### src/rri_consts.svh
`ifndef RRI_CONSTS_SVH
`define RRI_CONSTS_SVH

// Datapath widths
`define RRI_DATA_W        8
`define RRI_PC_W          15
`define RRI_FADDR_W       7

// Hardware call stack
`define RRI_STACK_DEPTH   16
`define RRI_SP_W          4

// Field positions
`define RRI_GIE_BIT       7
`define RRI_MSB_BIT       7

// Timing counts in instruction cycles; instruction size in words
`define RRI_RET_CYCLES    2
`define RRI_ROT_CYCLES    1
`define RRI_WORDS_PER_OP  1

// Reset values
`define RRI_PC_RST        15'h0000
`define RRI_ACC_RST       8'h00
`define RRI_CARRY_RST     1'b0
`define RRI_INTERRUPT_CONTROL_REG_RST    8'h00
`define RRI_FADDR_RST     7'h00
`define RRI_SP_RST        4'h0

`endif

### src/rri_pkg.sv
package rri_pkg;
    // Instruction selector presented by the fetch stage
    typedef enum logic [2:0] {
        RRI_OP_NONE                 = 3'b000,
        RRI_OP_RETURN               = 3'b001,
        RRI_OP_LITERAL_RETURN_OP    = 3'b010,
        RRI_OP_INTERRUPT_RETURN_OP  = 3'b011,
        RRI_OP_ROTATE_LEFT_CARRY_OP = 3'b100
    } rri_op_e;

    // Execution sequencer
    typedef enum logic [0:0] {
        RRI_ST_IDLE   = 1'b0,
        RRI_ST_RETURN = 1'b1
    } rri_state_e;
endpackage

### src/rri_stack.sv
`include "rri_consts.svh"

// Circular call stack; pointer wraps like the real part, no trap on overflow
module rri_stack (
    input  wire logic                   clk_sys_i,
    input  wire logic                   rst_b_i,
    input  wire logic                   clk_en_i,
    input  wire logic                   push_i,
    input  wire logic                   pop_i,
    input  wire logic [`RRI_PC_W-1:0]   push_data_i,
    output logic      [`RRI_PC_W-1:0]   stack_top_value_o
);
    import rri_pkg::*;

    logic [`RRI_PC_W-1:0] mem_q [`RRI_STACK_DEPTH];
    logic [`RRI_SP_W-1:0] sp_q;
    logic [`RRI_SP_W-1:0] sp_d;

    // Top entry sits one below the pointer
    assign stack_top_value_o = mem_q[sp_q - `RRI_SP_W'(1)];

    // Pointer next value; push wins if both asked in one cycle
    always_comb begin
        sp_d = sp_q;
        if (push_i) begin
            sp_d = sp_q + `RRI_SP_W'(1);
        end else if (pop_i) begin
            sp_d = sp_q - `RRI_SP_W'(1);
        end
    end

    always_ff @(posedge clk_sys_i or negedge rst_b_i) begin
        if (!rst_b_i) begin
            sp_q <= `RRI_SP_RST;
        end else if (clk_en_i) begin
            sp_q <= sp_d;
        end
    end

    // Storage has no reset; contents are undefined until pushed
    always_ff @(posedge clk_sys_i) begin
        if (clk_en_i && push_i) begin
            mem_q[sp_q] <= push_data_i;
        end
    end
endmodule

### src/rri_core.sv
`include "rri_consts.svh"

// Overview of operation
// RQ1: Interrupt return pops stack into program counter
// RQ2: Interrupt return sets global interrupt enable bit
// RQ3: Interrupt return: one word, two cycles
// RQ4: Literal return writes 8-bit literal to accumulator
// RQ5: Literal return loads popped address, two cycles
// RQ6: Plain return pops stack, two cycles
// RQ7: Rotate left through carry, MSB into carry
// RQ8: Destination 0 to accumulator, 1 to register
// RQ9: Rotate one cycle; returns touch no flags
module rri_core (
    input  wire logic                       clk_sys_i,
    input  wire logic                       rst_b_i,
    input  wire logic                       clk_en_i,
    input  wire logic                       instr_valid_i,
    input  wire rri_pkg::rri_op_e           instr_op_i,
    input  wire logic [`RRI_DATA_W-1:0]     literal_i,
    input  wire logic [`RRI_FADDR_W-1:0]    file_addr_i,
    input  wire logic                       dest_sel_i,
    input  wire logic [`RRI_DATA_W-1:0]     file_rdata_i,
    input  wire logic                       call_push_i,
    input  wire logic [`RRI_PC_W-1:0]       call_addr_i,
    input  wire logic                       irq_entry_i,
    output logic                            instr_ready_o,
    output logic                            instr_done_o,
    output logic [`RRI_PC_W-1:0]            program_counter_o,
    output logic [`RRI_DATA_W-1:0]          accum_o,
    output logic                            carry_o,
    output logic [`RRI_DATA_W-1:0]          interrupt_control_reg_o,
    output logic                            file_we_o,
    output logic [`RRI_FADDR_W-1:0]         file_addr_o,
    output logic [`RRI_DATA_W-1:0]          file_wdata_o
);
    import rri_pkg::*;

    ////////////////////////////////////////////////////////////////////////////
    // State
    ////////////////////////////////////////////////////////////////////////////

    rri_state_e                 state_q;
    rri_state_e                 state_d;
    rri_op_e                    pend_op_q;
    rri_op_e                    pend_op_d;
    logic [`RRI_DATA_W-1:0]     pend_lit_q;
    logic [`RRI_DATA_W-1:0]     pend_lit_d;
    logic [`RRI_PC_W-1:0]       ret_addr_q;
    logic [`RRI_PC_W-1:0]       ret_addr_d;
    logic [`RRI_PC_W-1:0]       pc_q;
    logic [`RRI_PC_W-1:0]       pc_d;
    logic [`RRI_DATA_W-1:0]     acc_q;
    logic [`RRI_DATA_W-1:0]     acc_d;
    logic                       carry_q;
    logic                       carry_d;
    logic [`RRI_DATA_W-1:0]     interrupt_control_reg_q;
    logic [`RRI_DATA_W-1:0]     interrupt_control_reg_d;
    logic                       ready_q;
    logic                       ready_d;
    logic                       done_q;
    logic                       done_d;
    logic                       fwe_q;
    logic                       fwe_d;
    logic [`RRI_FADDR_W-1:0]    faddr_q;
    logic [`RRI_FADDR_W-1:0]    faddr_d;
    logic [`RRI_DATA_W-1:0]     fwdata_q;
    logic [`RRI_DATA_W-1:0]     fwdata_d;

    logic                       accept;
    logic                       is_return;
    logic                       stack_pop;
    logic [`RRI_PC_W-1:0]       stack_top_value;

    // Rotate through carry: returns {new carry, result}
    function automatic logic [`RRI_DATA_W:0] rot_left(input logic [`RRI_DATA_W-1:0] val,
                                                       input logic                   cin);
        rot_left = {val[`RRI_MSB_BIT], val[`RRI_DATA_W-2:0], cin};
    endfunction

    ////////////////////////////////////////////////////////////////////////////
    // Decode
    ////////////////////////////////////////////////////////////////////////////

    // Requests are only taken while idle; no queueing behind a return
    assign accept    = instr_valid_i && (state_q == RRI_ST_IDLE);
    assign is_return = (instr_op_i == RRI_OP_RETURN)
                    || (instr_op_i == RRI_OP_LITERAL_RETURN_OP)
                    || (instr_op_i == RRI_OP_INTERRUPT_RETURN_OP);
    // Pop in the first cycle so the top is latched before any new push
    assign stack_pop = accept && is_return; // RQ1 RQ5 RQ6

    rri_stack u_stack (
        .clk_sys_i         (clk_sys_i),
        .rst_b_i           (rst_b_i),
        .clk_en_i          (clk_en_i),
        .push_i            (call_push_i),
        .pop_i             (stack_pop),
        .push_data_i       (call_addr_i),
        .stack_top_value_o (stack_top_value)
    );

    ////////////////////////////////////////////////////////////////////////////
    // Next-state logic
    ////////////////////////////////////////////////////////////////////////////

    // All next values in one place; flags only move where named below
    always_comb begin
        logic [`RRI_DATA_W:0] rot;
        rot        = rot_left(file_rdata_i, carry_q);
        state_d    = state_q;
        pend_op_d  = pend_op_q;
        pend_lit_d = pend_lit_q;
        ret_addr_d = ret_addr_q;
        pc_d       = pc_q;
        acc_d      = acc_q;
        carry_d    = carry_q;
        interrupt_control_reg_d   = interrupt_control_reg_q;
        done_d     = 1'b0;
        fwe_d      = 1'b0;
        faddr_d    = faddr_q;
        fwdata_d   = fwdata_q;

        // Interrupt entry clears the enable; an interrupt return's commit below overrides it
        if (irq_entry_i) begin
            interrupt_control_reg_d[`RRI_GIE_BIT] = 1'b0;
        end

        unique case (state_q)
            RRI_ST_IDLE: begin
                if (accept && is_return) begin
                    // First of two cycles: capture target and literal
                    pend_op_d  = instr_op_i;
                    pend_lit_d = literal_i;
                    ret_addr_d = stack_top_value; // RQ1 RQ5 RQ6
                    state_d    = RRI_ST_RETURN; // RQ3
                end else if (accept && instr_op_i == RRI_OP_ROTATE_LEFT_CARRY_OP) begin
                    carry_d = rot[`RRI_DATA_W]; // RQ7 RQ9
                    faddr_d = file_addr_i;
                    if (dest_sel_i) begin
                        fwe_d    = 1'b1; // RQ8
                        fwdata_d = rot[`RRI_DATA_W-1:0]; // RQ7
                    end else begin
                        acc_d = rot[`RRI_DATA_W-1:0]; // RQ8
                    end
                    pc_d   = pc_q + `RRI_PC_W'(`RRI_WORDS_PER_OP);
                    done_d = 1'b1; // RQ9
                end else if (accept) begin
                    // Other opcodes belong elsewhere; just step past them
                    pc_d = pc_q + `RRI_PC_W'(`RRI_WORDS_PER_OP);
                end
            end
            RRI_ST_RETURN: begin
                // Second cycle: commit; no status flag is touched
                pc_d    = ret_addr_q; // RQ1 RQ5 RQ6
                done_d  = 1'b1; // RQ3 RQ5 RQ6 RQ9
                state_d = RRI_ST_IDLE;
                if (pend_op_q == RRI_OP_LITERAL_RETURN_OP) begin
                    acc_d = pend_lit_q; // RQ4
                end
                if (pend_op_q == RRI_OP_INTERRUPT_RETURN_OP) begin
                    interrupt_control_reg_d[`RRI_GIE_BIT] = 1'b1; // RQ2
                end
            end
        endcase

        // Ready follows the next state so a return's busy cycle shows at once
        // Costs one compare, but no stale ready edge after a commit
        ready_d = (state_d == RRI_ST_IDLE);
    end

    ////////////////////////////////////////////////////////////////////////////
    // Registers
    ////////////////////////////////////////////////////////////////////////////

    // Clock enable low freezes everything, pulses included
    always_ff @(posedge clk_sys_i or negedge rst_b_i) begin
        if (!rst_b_i) begin
            state_q    <= RRI_ST_IDLE;
            pend_op_q  <= RRI_OP_NONE;
            pend_lit_q <= `RRI_ACC_RST;
            ret_addr_q <= `RRI_PC_RST;
            pc_q       <= `RRI_PC_RST;
            acc_q      <= `RRI_ACC_RST;
            carry_q    <= `RRI_CARRY_RST;
            interrupt_control_reg_q   <= `RRI_INTERRUPT_CONTROL_REG_RST;
            ready_q    <= 1'b1;
            done_q     <= 1'b0;
            fwe_q      <= 1'b0;
            faddr_q    <= `RRI_FADDR_RST;
            fwdata_q   <= `RRI_ACC_RST;
        end else if (clk_en_i) begin
            state_q    <= state_d;
            pend_op_q  <= pend_op_d;
            pend_lit_q <= pend_lit_d;
            ret_addr_q <= ret_addr_d;
            pc_q       <= pc_d;
            acc_q      <= acc_d;
            carry_q    <= carry_d;
            interrupt_control_reg_q   <= interrupt_control_reg_d;
            ready_q    <= ready_d;
            done_q     <= done_d;
            fwe_q      <= fwe_d;
            faddr_q    <= faddr_d;
            fwdata_q   <= fwdata_d;
        end
    end

    ////////////////////////////////////////////////////////////////////////////
    // Outputs
    ////////////////////////////////////////////////////////////////////////////

    // Every output is a flop
    assign instr_ready_o           = ready_q;
    assign instr_done_o            = done_q;
    assign program_counter_o       = pc_q;
    assign accum_o                 = acc_q;
    assign carry_o                 = carry_q;
    assign interrupt_control_reg_o = interrupt_control_reg_q;
    assign file_we_o               = fwe_q;
    assign file_addr_o             = faddr_q;
    assign file_wdata_o            = fwdata_q;
endmodule

### config.mk
export PLATFORM = sky130hd
export DESIGN_NAME = rri_core
export DESIGN_NICKNAME = d
export VERILOG_FILES = /design/src/rri_pkg.sv /design/src/rri_stack.sv /design/src/rri_core.sv
export VERILOG_INCLUDE_DIRS = /design/src
export SDC_FILE = /design/constraint.sdc
export NUM_CORES = 1
export LEC_CHECK = 0
export BUFFER_PORTS_ARGS = -buffer_cell sky130_fd_sc_hd__buf_2
export CORE_MARGIN = 2
export CORE_UTILIZATION = 45
export CTS_CLUSTER_DIAMETER = 150
export DETAILED_ROUTE_END_ITERATION = 7
export SKIP_CTS_REPAIR_TIMING = 1
export SLEW_MARGIN = 20
export SYNTH_ARGS = -nofsm -noshare
export SYNTH_HDL_FRONTEND = slang
export SYNTH_SLANG_ARGS = --single-unit
### constraint.sdc
create_clock -name clk_sys_i -period 3 [get_ports clk_sys_i]
set_clock_uncertainty 0.2 [all_clocks]
set_input_delay 0.15 -clock clk_sys_i [delete_from_list [all_inputs] [get_ports clk_sys_i]]
set_output_delay 0.15 -clock clk_sys_i [all_outputs]
set_load 0.02 [all_outputs]
==> Yosys cells after proc, flatten, opt, wreduce, memory -nomap -nowiden <==
Memories as Yosys holds them, arrays and structs flattened. A register that Yosys moved wholly into a read port is not among the register bits.
Index checks and enable logic that the tools add are counted.
{ "classes": {"n_addsub": 3, "n_reduce_logical": 14, "eq_ne": 11, "bitwise": 3, "mux": 25} }
{ "ops": {"columns": ["op", "count"], "rows": [
  ["$mux W15", 3],
  ["$mux W8", 4],
  ["$pmux W15 S2", 1],
  ["$pmux W8 S2", 1],
  ["$add A15 B1 Y15 const B", 1],
  ["$eq A3 B2 Y1 const B", 4],
  ["$mux W1", 12],
  ["$reduce_and A5 Y1", 2],
  ["$mux W4", 2],
  ["$reduce_and A3 Y1", 2],
  ["$add A4 B1 Y4 const B", 1],
  ["$logic_and A1 B1 Y1", 4],
  ["$ne A2 B1 Y1 const B", 2],
  ["$ne A2 B2 Y1 const B", 2],
  ["$pmux W1 S2", 2],
  ["$reduce_and A4 Y1", 1],
  ["$sub A4 B1 Y4 const B", 1],
  ["$eq A3 B1 Y1 const B", 1],
  ["$eq A3 B3 Y1 const B", 1],
  ["$ne A3 B2 Y1 const B", 1],
  ["$not A1 Y1", 3],
  ["$logic_or A1 B1 Y1", 2],
  ["$reduce_and A2 Y1", 1],
  ["$reduce_bool A2 Y1", 1],
  ["$logic_not A1 Y1", 1]
]} }
{ "word_totals": {"regBits": 59, "mem_count": 1, "mem_bits_rw": 240, "elab_cells": 70, "output_inout_bits": 50, "in_bits": 48} }
{ "mem_list": {"columns": ["name", "depth", "word_bits", "rd", "rd_ports_with_merged_regs", "wr", "line", "rtl"], "rows": [
  ["u_stack.mem_q", 16, 15, 1, 1, 1, "rri_stack.sv:15", "logic [`RRI_PC_W-1:0] mem_q [`RRI_STACK_DEPTH];"]
]} }

==> Logic depth before layout (Yosys ltp) <==
Gate-level depths: netlist (run 1).
{ "logic_depth": {"ltp_word": 7, "mapped_depth": 10, "depth_no_buf": 7} }

==> Cells and area by module <==
Synthesis (run 1) repeated with hierarchy kept, for this count alone.
{ "unflattened": {"hier_cells": 885, "hier_area_um2": 13474.2} }
{ "modules_own_cells": {"columns": ["module", "cells_per_inst", "instances", "area_per_inst_um2", "seq_area_each_um2"], "rows": [
  ["rri_stack", 626, 1, 10198.5, 7307.0],
  ["rri_core", 259, 1, 3275.6, 1752.9]
]} }

==> Least setup slack after synthesis (run 1) <==
OpenSTA, ideal clock, no wires.
{ "synth_path": {"path_type": "register to register", "startpoint": "register u_stack.sp_q[0]", "endpoint": "register ret_addr_q[5] (read register of u_stack.mem_q)", "setup_ns": 0.121, "path_buffers": 3, "arrival_ns": 2.067, "period_less_slack_ns": 2.388, "required_time_ns": 2.679, "setup_slack_ns": 0.612, "path_stages_with_launch": 10, "path_cell_list": "dfrtp_1 > buf_2 > inv_1 > ha_1 > clkbuf_1 > nor2_1 > clkbuf_1 > a22oi_1 > a32oi_1 > nand2_1"} }
{ "synth_between": {"elab_chain_len": 1} }
{ "synth_lines": {"columns": ["item", "line", "rtl"], "rows": [
  ["from (decl)", "rri_stack.sv:16", "logic [`RRI_SP_W-1:0] sp_q;"],
  ["from (signal assigned)", "rri_stack.sv:34", "sp_q <= `RRI_SP_RST;"],
  ["from (signal assigned)", "rri_stack.sv:36", "sp_q <= sp_d;"],
  ["$sub A4 B1 Y4", "rri_stack.sv:20", "assign stack_top_value_o = mem_q[sp_q - `RRI_SP_W'(1)];"],
  ["to (decl)", "rri_core.sv:48", "logic [`RRI_PC_W-1:0] ret_addr_q;"]
]} }
No other way between the ends.
A chain may end at the register's enable or synchronous reset.

==> Worst setup path after layout (run 1) <==
{ "layout_path": {"startpoint": "register u_stack.sp_q[0]", "endpoint": "register ret_addr_q[2] (read register of u_stack.mem_q)"} }
The elaborated chain is that of the path after synthesis.

==> run summary, run 1 <==
The fraction of final layout cells sized beyond drive strength 1 was 0.215. The async set-or-reset flop fraction in the synthesized netlist works out to 0.236. The die covers 29700 sq um. The tools report the type of element capturing the critical path as a flop. The initial cell density of the core was 0.457; the count of synthesis-stage warnings from yosys was 0.

The transition time at the pin with the least slew margin was 0.749 ns; the unique cell type count in the Yosys netlist was 48. The logs give 9.48 mW for the internal power summed over all cells and 12700 sq um for the post-synthesis instance area. The total number of nets in the final design came out at 1104. By area the synthesized netlist is led by edfxtp_1, dfrtp_1, mux2i_1. Total global routing track utilization: 0.202. Among all flip-flop cells after synthesis, the most frequent one is edfxtp_1. The checks that failed: hold timing. The share of synthesized cell area in and, or, nand and nor gates came out at 0.0886. The number of cells on the worst reg-to-reg path works out to 6.

The cell sitting at the root of the clock tree is a clkbuf_16. The first global-routing pass estimated 44.5 mm of wire. Largest fanout on the critical path: 44. The routability congestion estimate is 0.779. The repair_antennas step left the layout with diodes totalling 0.

The worst register-to-register path has a setup slack of 0.46 ns. Summed over all nets, the half-perimeter wirelength after detailed placement is 17.6 mm. The run gives 13800 sq um as the instance area at placement. The pin count of the biggest net entering global routing is 46. Counting along the longest clock path gives a buffer depth of 3.

STA classifies the critical path startpoint as a flop. The number of clock buffers added by TritonCTS is 35. Synthesis produced a netlist whose cell count is 880. The y dimension of the die is 172 um.

Setup violations remaining at the end of the flow were counted as 0. In the final routed layout, each cell accounts on average for 20.4 um. The via count of the first global-routing pass is 7412.

The fraction of post-synthesis cell area in the top cell type by area works out to 0.566. Setup repair after global routing left no endpoint under its margin. The xor and xnor area share after synthesis came out at 0.00344. Data on the critical path arrives at its endpoint at 2.72 ns. The synthesized-area fraction occupied by adder cells is 0.00590.

The flow ran to the end, but the final reports show violations. The reported max-cap violation count is 0. For the switching power of the nets, the log shows 4.94 mW. Summed over all cells, the static leakage comes to 5.90 nW. The run gives 27900 sq um as the core box area. The detailed router finished its first iteration with 638 violations. The proportion of power drawn by combinational gates was 0.322. The run gives 5 as the first-pass detailed-route iteration total.

The total of buffers placed on input and output ports came out at 90. The width of the die is 172 um. The routed layout has 7836 vias. The run gives 61 as the total number of placement rows. The critical path in this run is classified as flop to flop. The final critical-path share of the clock period is 0.846, and the part of the total power dissipated in sequential elements is 0.387. The endpoint of the most critical register-to-register path is ret_addr_q[2]$_DFFE_PN0P_.

Synthesis inferred 314 register bits. The tightest min-delay check is of the primary input to flop type. The number of placed instances with taps included is 1337.

The minimum clock period was 2.54 ns. The final-report hold violation count came out at 12. The post-CTS clock slew at the launch and capture registers of the worst setup and hold paths was 0.06 ns; the data required time at the worst endpoint was 3.18 ns. The max-slew headroom at the worst pin came out at 0.500. The logs give 0 for the remaining global-route overflow and 0.291 for the clock share of power. The number of enable flip-flop cells after synthesis works out to 240.

The H-tree generated during clock tree synthesis spans 2 levels. The post-route DRC violation count is 0. The top cell types in the final layout, fill and taps aside, are edfxtp_1, nand2_1, buf_2.

The fraction of the mapped netlist area in compound gates was 0.0685. The worst hold-check slack is -0.0202 ns, and the routed via count divided by cell count is 5.39. After detailed routing, the total wire length is 29.7 mm. Final standard cell count with taps included and fillers excluded: 1455.

Post-route cell area: 15500 sq um. Clock sink total: 314. By area, the combinational part of the netlist is dominated by multiplexers.

The signed area change from the synthesized netlist to the final layout was 21.4%. The most critical setup path has its startpoint at u_stack.sp_q[0]$_DFFE_PN0P_. During I/O placement, the number of pins put on the boundary was 98. The number of nets with antenna violations after detailed routing was 0; the share of synthesized area spent on multiplexers was 0.0985. Largest vdd supply drop: 0.751 mV. Post-synthesis sequential area ratio: 0.712. TritonCTS built the clock tree. For the initial antenna violation count, the log shows 0. The launch instance of the worst register-to-register path is u_stack.sp_q[0]$_DFFE_PN0P_.

The later pin in the worst-skew pair is clocked with a latency of 0.52 ns. Leaving out fill and tap cells, the most frequent cell in the layout is edfxtp_1. The synthesized area per cell works out to 14.5 sq um.

The synthesized design spends more area on one cell type than any other, namely edfxtp_1. The critical path ends at ret_addr_q[2]$_DFFE_PN0P_. The setup TNS after final layout came out at 0 ns. The fmax is 0.394 GHz, and the power per cell area is 934 nW/um^2. The max-slew violation total from the final report was 0; the share of total power consumed by net switching was 0.343.
[metrics by stage]
step,hold slack [ns],util,setup slack [ns],power (mW)
floorplan,-0.346,-,0.612,8.64
global placement,0.00233,0.494,0.497,10.2
detailed placement,-0.00390,0.494,0.465,10.2
CTS,-0.541,0.535,0.438,14.5
global route,0.00488,0.555,0.310,15.2
finish,-0.0202,0.555,0.462,14.4
[flip-flops by register name, indices dropped and copies added, names as in the netlist]
register                 cells
program_counter_o           15
instr_ready_o                1
u_stack.mem_q              240
interrupt_control_reg_o      1
pend_lit_q                   8
instr_done_o                 1
carry_o                      1
file_wdata_o                 8
file_we_o                    1
file_addr_o                  7
pend_op_q                    3
ret_addr_q                  15
accum_o                      8
u_stack.sp_q                 4
state_q                      1
[Yosys cell counts (2+ instances only)]
cell	instances
nand4_1	20
o2bb2ai_1	5
dfrtp_1	73
a21oi_1	15
a32oi_1	31
nand3_1	41
xnor2_1	4
and2_1	5
o21ai_0	21
buf_4	8
mux2_2	42
inv_1	8
ha_1	6
nor2b_1	4
nor3_1	3
buf_1	5
o22ai_1	2
nor4_1	2
a31o_2	2
nand2_1	124
nor2_1	31
and3_1	6
a22oi_1	34
o21a_1	3
buf_2	17
nand2b_1	4
mux2i_1	78
edfxtp_1	240
clkbuf_1	27
[cell type report]
cell class                      instances  area, sq um
Clock inverter                         16          174
Timing Repair Buffer                  184         1320
Clock buffer                           48          966
Tap cell                              378          473
Inverter                                8         30.0
Multi-Input combinational cell        507         3430
Fill cell                            2316        12400
Sequential cell                       314         9060
[how the worst min path moves through the flow]
stage / from / end / slack [ns] / depth (start not counted)
3_5_place_dp: rst_b_i / program_counter_o[4]$_DFFE_PN0P_ / -0.004 / 1
5_1_grt: instr_op_i[2] / file_addr_o[4]$_DFFE_PN0P_ / 0.005 / 3
3_3_place_gp: rst_b_i / program_counter_o[3]$_DFFE_PN0P_ / 0.002 / 1
4_1_cts: rst_b_i / program_counter_o[10]$_DFFE_PN0P_ / -0.54 / 1
6_report: instr_op_i[2] / file_addr_o[0]$_DFFE_PN0P_ / -0.02 / 3
2_1_floorplan: rst_b_i / accum_o[0]$_DFFE_PN0P_ / -0.35 / 0
[power groups by stage]
stage	Sequential, mW	Combinational, mW	Clock [mW]
after global routing	5.64	5.08	4.46
after floorplan	5.73	2.91	0
after global placement	5.65	4.52	0
after CTS	5.58	4.58	4.29
after detailed placement	5.67	4.56	0
final	5.58	4.64	4.20
[metal layers]
layer / vias to the layer above / wire, um / global-route usage
li1: 3674 / - / -
met1: 3890 / 13500 / 0.292
met2: 227 / 13900 / 0.319
met3: 45 / 1670 / 0.0300
met4: 0 / 637 / 0.0596
met5: - / 0 / 0
[kinds of logic (layout without fill, tap and decap cells)]
family          after synthesis  after routing
flops                       314            314
simple gates                248            248
compound gates              121            121
mux                         120            120
buf+inv                      65            256
fa+ha+maj                     6              6
xor+xnor                      5              5
other cells                   1              7
[critical path, cell delays in order (launching register included)]
cell and delay [ns]:
dfrtp_4 0.40, buf_4 0.34, buf_4 0.68, mux2i_1 0.31, a22oi_1 0.12, a32oi_1 0.24
nand2_1 0.07
Note: power is estimated with default switching activity, not from simulation.
==> run 2, diff against run 1 <==
ABC_AREA = 1   (was unset)
clock period = 2.52 ns   (was 3 ns; I/O delays follow)
==> run 2 against run 1 <==
The flow now finishes without violations. Sequential power increased by 18%. Utilization shrank 1.0 points. Worst hold slack improved by 0.053 ns. Combinational power rose by 50%. Worst setup slack lost 0.28 ns. Largest power group is now combinational cells. Synthesized area rose by 10%. Sequential cell count is the same. Critical path depth up 1. Largest cell class unchanged. Total power is 26% higher. Register-to-register slack worse by 0.28 ns.
==> run summary, run 2 <==
For this run, the top clock speed supported by timing is 0.428 GHz. At the end of the flow, the number of nets in the layout was 1671. The worst path needs 2.34 ns of the cycle, external delays included. The number of different library cells used by synthesis comes to 40. The layout has 2709 filler cells. The number of placed instances, taps included, is 1920. In the final layout, flip-flops and latches occupy 9060 sq um. In the routed design, unresolved DRC markers number 0. The worst hold-check slack was 0.0324 ns. The detail route stage leaves a number of antenna-violating nets equal to 0. The first TritonRoute pass finished after 5 iterations.

For this design, the sink count on the clock tree is 314. The reported max-cap violation count was 0. STA classifies the critical path endpoint as a flop. Final-report hold violation count: 0. The largest vdd supply drop is 0.705 mV.

The total clock buffers created by CTS was 35; the async set-or-reset flop fraction in the synthesized netlist was 0.236. The top cell types in the final layout, fill and taps aside, are nand2_1, edfxtp_1, inv_1. edfxtp_1 takes more of the synthesized area than any other cell. For this run the aggregate overflow at the end of global routing stands at 0.

After synthesis, the most frequently instantiated cells are nand2_1, edfxtp_1, inv_1, nand3_1, dfrtp_1. The multi-input logic area was 3850 sq um; the final standard cell count with taps included and fillers excluded was 2037. Detailed routing inserted a total of 10.2k vias.

STA puts the critical path data required time at 2.71 ns. 98 I/O pins were placed. The tools report the total number of placement rows as 64.

The library cell used most frequently in the layout, excluding fill and tap cells, is nand2_1. The final critical-path share of the clock period was 0.928. Yosys attributes the largest share of cell area to edfxtp_1, nand2_1, dfrtp_1. The total global routing track utilization is 0.208. The tools report the initial antenna violation count as 0. The critical path is of the flop to flop type. The final routed wirelength across all metal layers was 34.6 mm. The number of setup violations in the final report is 0, and the largest fanout on the critical path is 17.

The leakage power figure was 7.65 nW; the routability congestion estimate was 0.863. The run gives 0.458 as the initial cell density of the core. The tools report the post-synthesis cell count as 1458. The worst setup path is launched from a flop. The y dimension of the die was 181 um; the max-slew violation total from the final report was 0. The pin count of the biggest net entering global routing came out at 124.

The most common cell in the synthesized netlist is nand2_1. The run gives 0.598 as the max-slew headroom at the worst pin. The flip-flop count of the largest register, all copies and words added was 240.

A synthesized cell averages 9.63 sq um. Largest stage delay on the critical path: 0.56 ns. The run gives 30700 sq um as the core box area. The run finished with clean final reports. The fraction of final layout cells sized beyond drive strength 1 came out at 0.135. Flip-flop cell with the highest count after synthesis: edfxtp_1. The fraction of post-synthesis cell area in the top cell type by area is 0.514, and the power per cell area is 1090 nW/um^2. For the DRC marker count from the first detailed-route iteration, the log shows 862. The post-place setup slack was 0.303 ns; the post-CTS clock slew at the launch and capture registers of the worst setup and hold paths was 0.06 ns. TritonCTS built the clock tree. The post-synthesis instance area was 14000 sq um; the width of the die was 181 um.

Setup repair after global routing left no endpoint under its margin. The maximum level of the CTS H-tree came out at 2. For the die footprint, the log shows 32600 sq um. The first global-routing pass estimated 53.2 mm of wire. The area growth from synthesis to layout is 18.9%. The post-synthesis sequential area ratio was 0.646; the setup TNS after final layout was 0 ns. Port buffering added 90 buffers.

The number of enable flip-flop cells after synthesis was 240; the overall power consumption was 18.2 mW. The logs give 0.182 ns for the setup slack of the critical path after layout and 2.53 ns for the arrival time of data at the critical path endpoint. The via count of the first global-routing pass came out at 9354. For the number of antenna diodes, the log shows 0.

Counting along the longest clock path gives a buffer depth of 3. Detailed placement finished with a half-perimeter wire length of 21.0 mm. The register with the most flip-flops in the final layout is u_stack.mem_q.

After detailed routing, the number of vias per cell comes to 4.99. For the worst-skew pair, the clock arrives at the later sink with an insertion delay of 0.51 ns. Counting flops and latches in the post-synthesis netlist gives 314.

The run gives 0 as the count of synthesis-stage warnings from yosys. Slowest cell on the critical path: dlygate4sd3_1. The path class of the tightest hold or removal check is primary input to flop. The placed instances occupy a cell area of 15100 sq um. After routing the design area is 16700 sq um. The clock root buffer master is clkbuf_16.

The per-cell routed wire length was 17.0 um. The run gives 0.544 as the final cell utilization of the core. For the pin with the worst max-slew slack, the measured transition is 0.604 ns. Traced cell by cell, the critical path runs through nor2_4 > inv_2 > nor3_4 > nand3_4 > nand2_1 > o21ai_2 > dlygate4sd3_1.
run 2: cell types whose count changed after synthesis, moves of 14 or more:
cell / previous run / this run
a22oi_1: 34 / 0
nand2_1: 124 / 518
buf_2: 17 / 36
mux2_2: 42 / 0
mux2i_1: 78 / 0
nor2_1: 31 / 51
a32oi_1: 31 / 0
inv_1: 8 / 210
nand4_1: 20 / 5
nand3_1: 41 / 195
o21ai_0: 21 / 35
run 2: kinds of logic (layout without fill, tap and decap cells):
logic type	count (synthesis)	after routing	synth area share
adders and majority gates	6	6	0.00535
and+or+nand+nor	787	787	0.236
buffers and inverters	287	464	0.0846
AOI/OAI and AO/OA	53	53	0.0218
xor gates and xnor gates	10	10	0.00624
DFF	314	314	0.646
other	1	7	0.000267
run 2: layout make-up:
class | count | share of cell area
Sequential cell | 314 | 0.543
Multi-Input combinational cell | 863 | 0.231
Timing Repair Buffer | 186 | 0.0853
Clock buffer | 53 | 0.0595
Inverter | 217 | 0.0490
Tap cell | 396 | 0.0297
Clock inverter | 8 | 0.00240
run 2: routing by layer:
metal | vias up | global-route usage | wire length [um]
met2 | 373 | 0.326 | 15800
met3 | 70 | 0.0344 | 2210
met4 | 0 | 0.0565 | 904
met5 | - | 0 | 0
met1 | 4751 | 0.302 | 15700
li1 | 4965 | - | -
run 2: where the power goes:
part	internal [mW]	switching (mW)
combinational	2.28	4.67
sequential	6.15	0.416
clock	2.71	1.95
run 2: worst paths after layout:
| path | to | startpoint | slack (ns) | cells past startpoint |
|---|---|---|---|---|
| setup reg to reg | file_wdata_o[6]$_DFFE_PN0P_ | state_q$_DFFE_PN0P_ | 0.18 | 7 |
| hold / removal | pend_op_q[2]$_DFFE_PN0P_ | instr_op_i[2] | 0.03 | 6 |
| hold reg to reg | pend_op_q[2]$_DFFE_PN0P_ | pend_op_q[2]$_DFFE_PN0P_ | 0.26 | 2 |
| setup / recovery | file_wdata_o[6]$_DFFE_PN0P_ | state_q$_DFFE_PN0P_ | 0.18 | 7 |
| min in group asynchronous | program_counter_o[13]$_DFFE_PN0P_ | rst_b_i | 0.48 | 4 |
| max in group asynchronous | instr_ready_o$_DFFE_PN1P_ | rst_b_i | 1.35 | 4 |
run 2: critical path, delay by kind of cell, from the launching register on:
| family | cells | cell delay, ns |
|---|---|---|
| flip-flops | 1 | 0.52 |
| AO/OA/AOI/OAI | 1 | 0.05 |
| AND/OR/NAND/NOR | 4 | 0.81 |
| buffers and inverters | 2 | 0.62 |
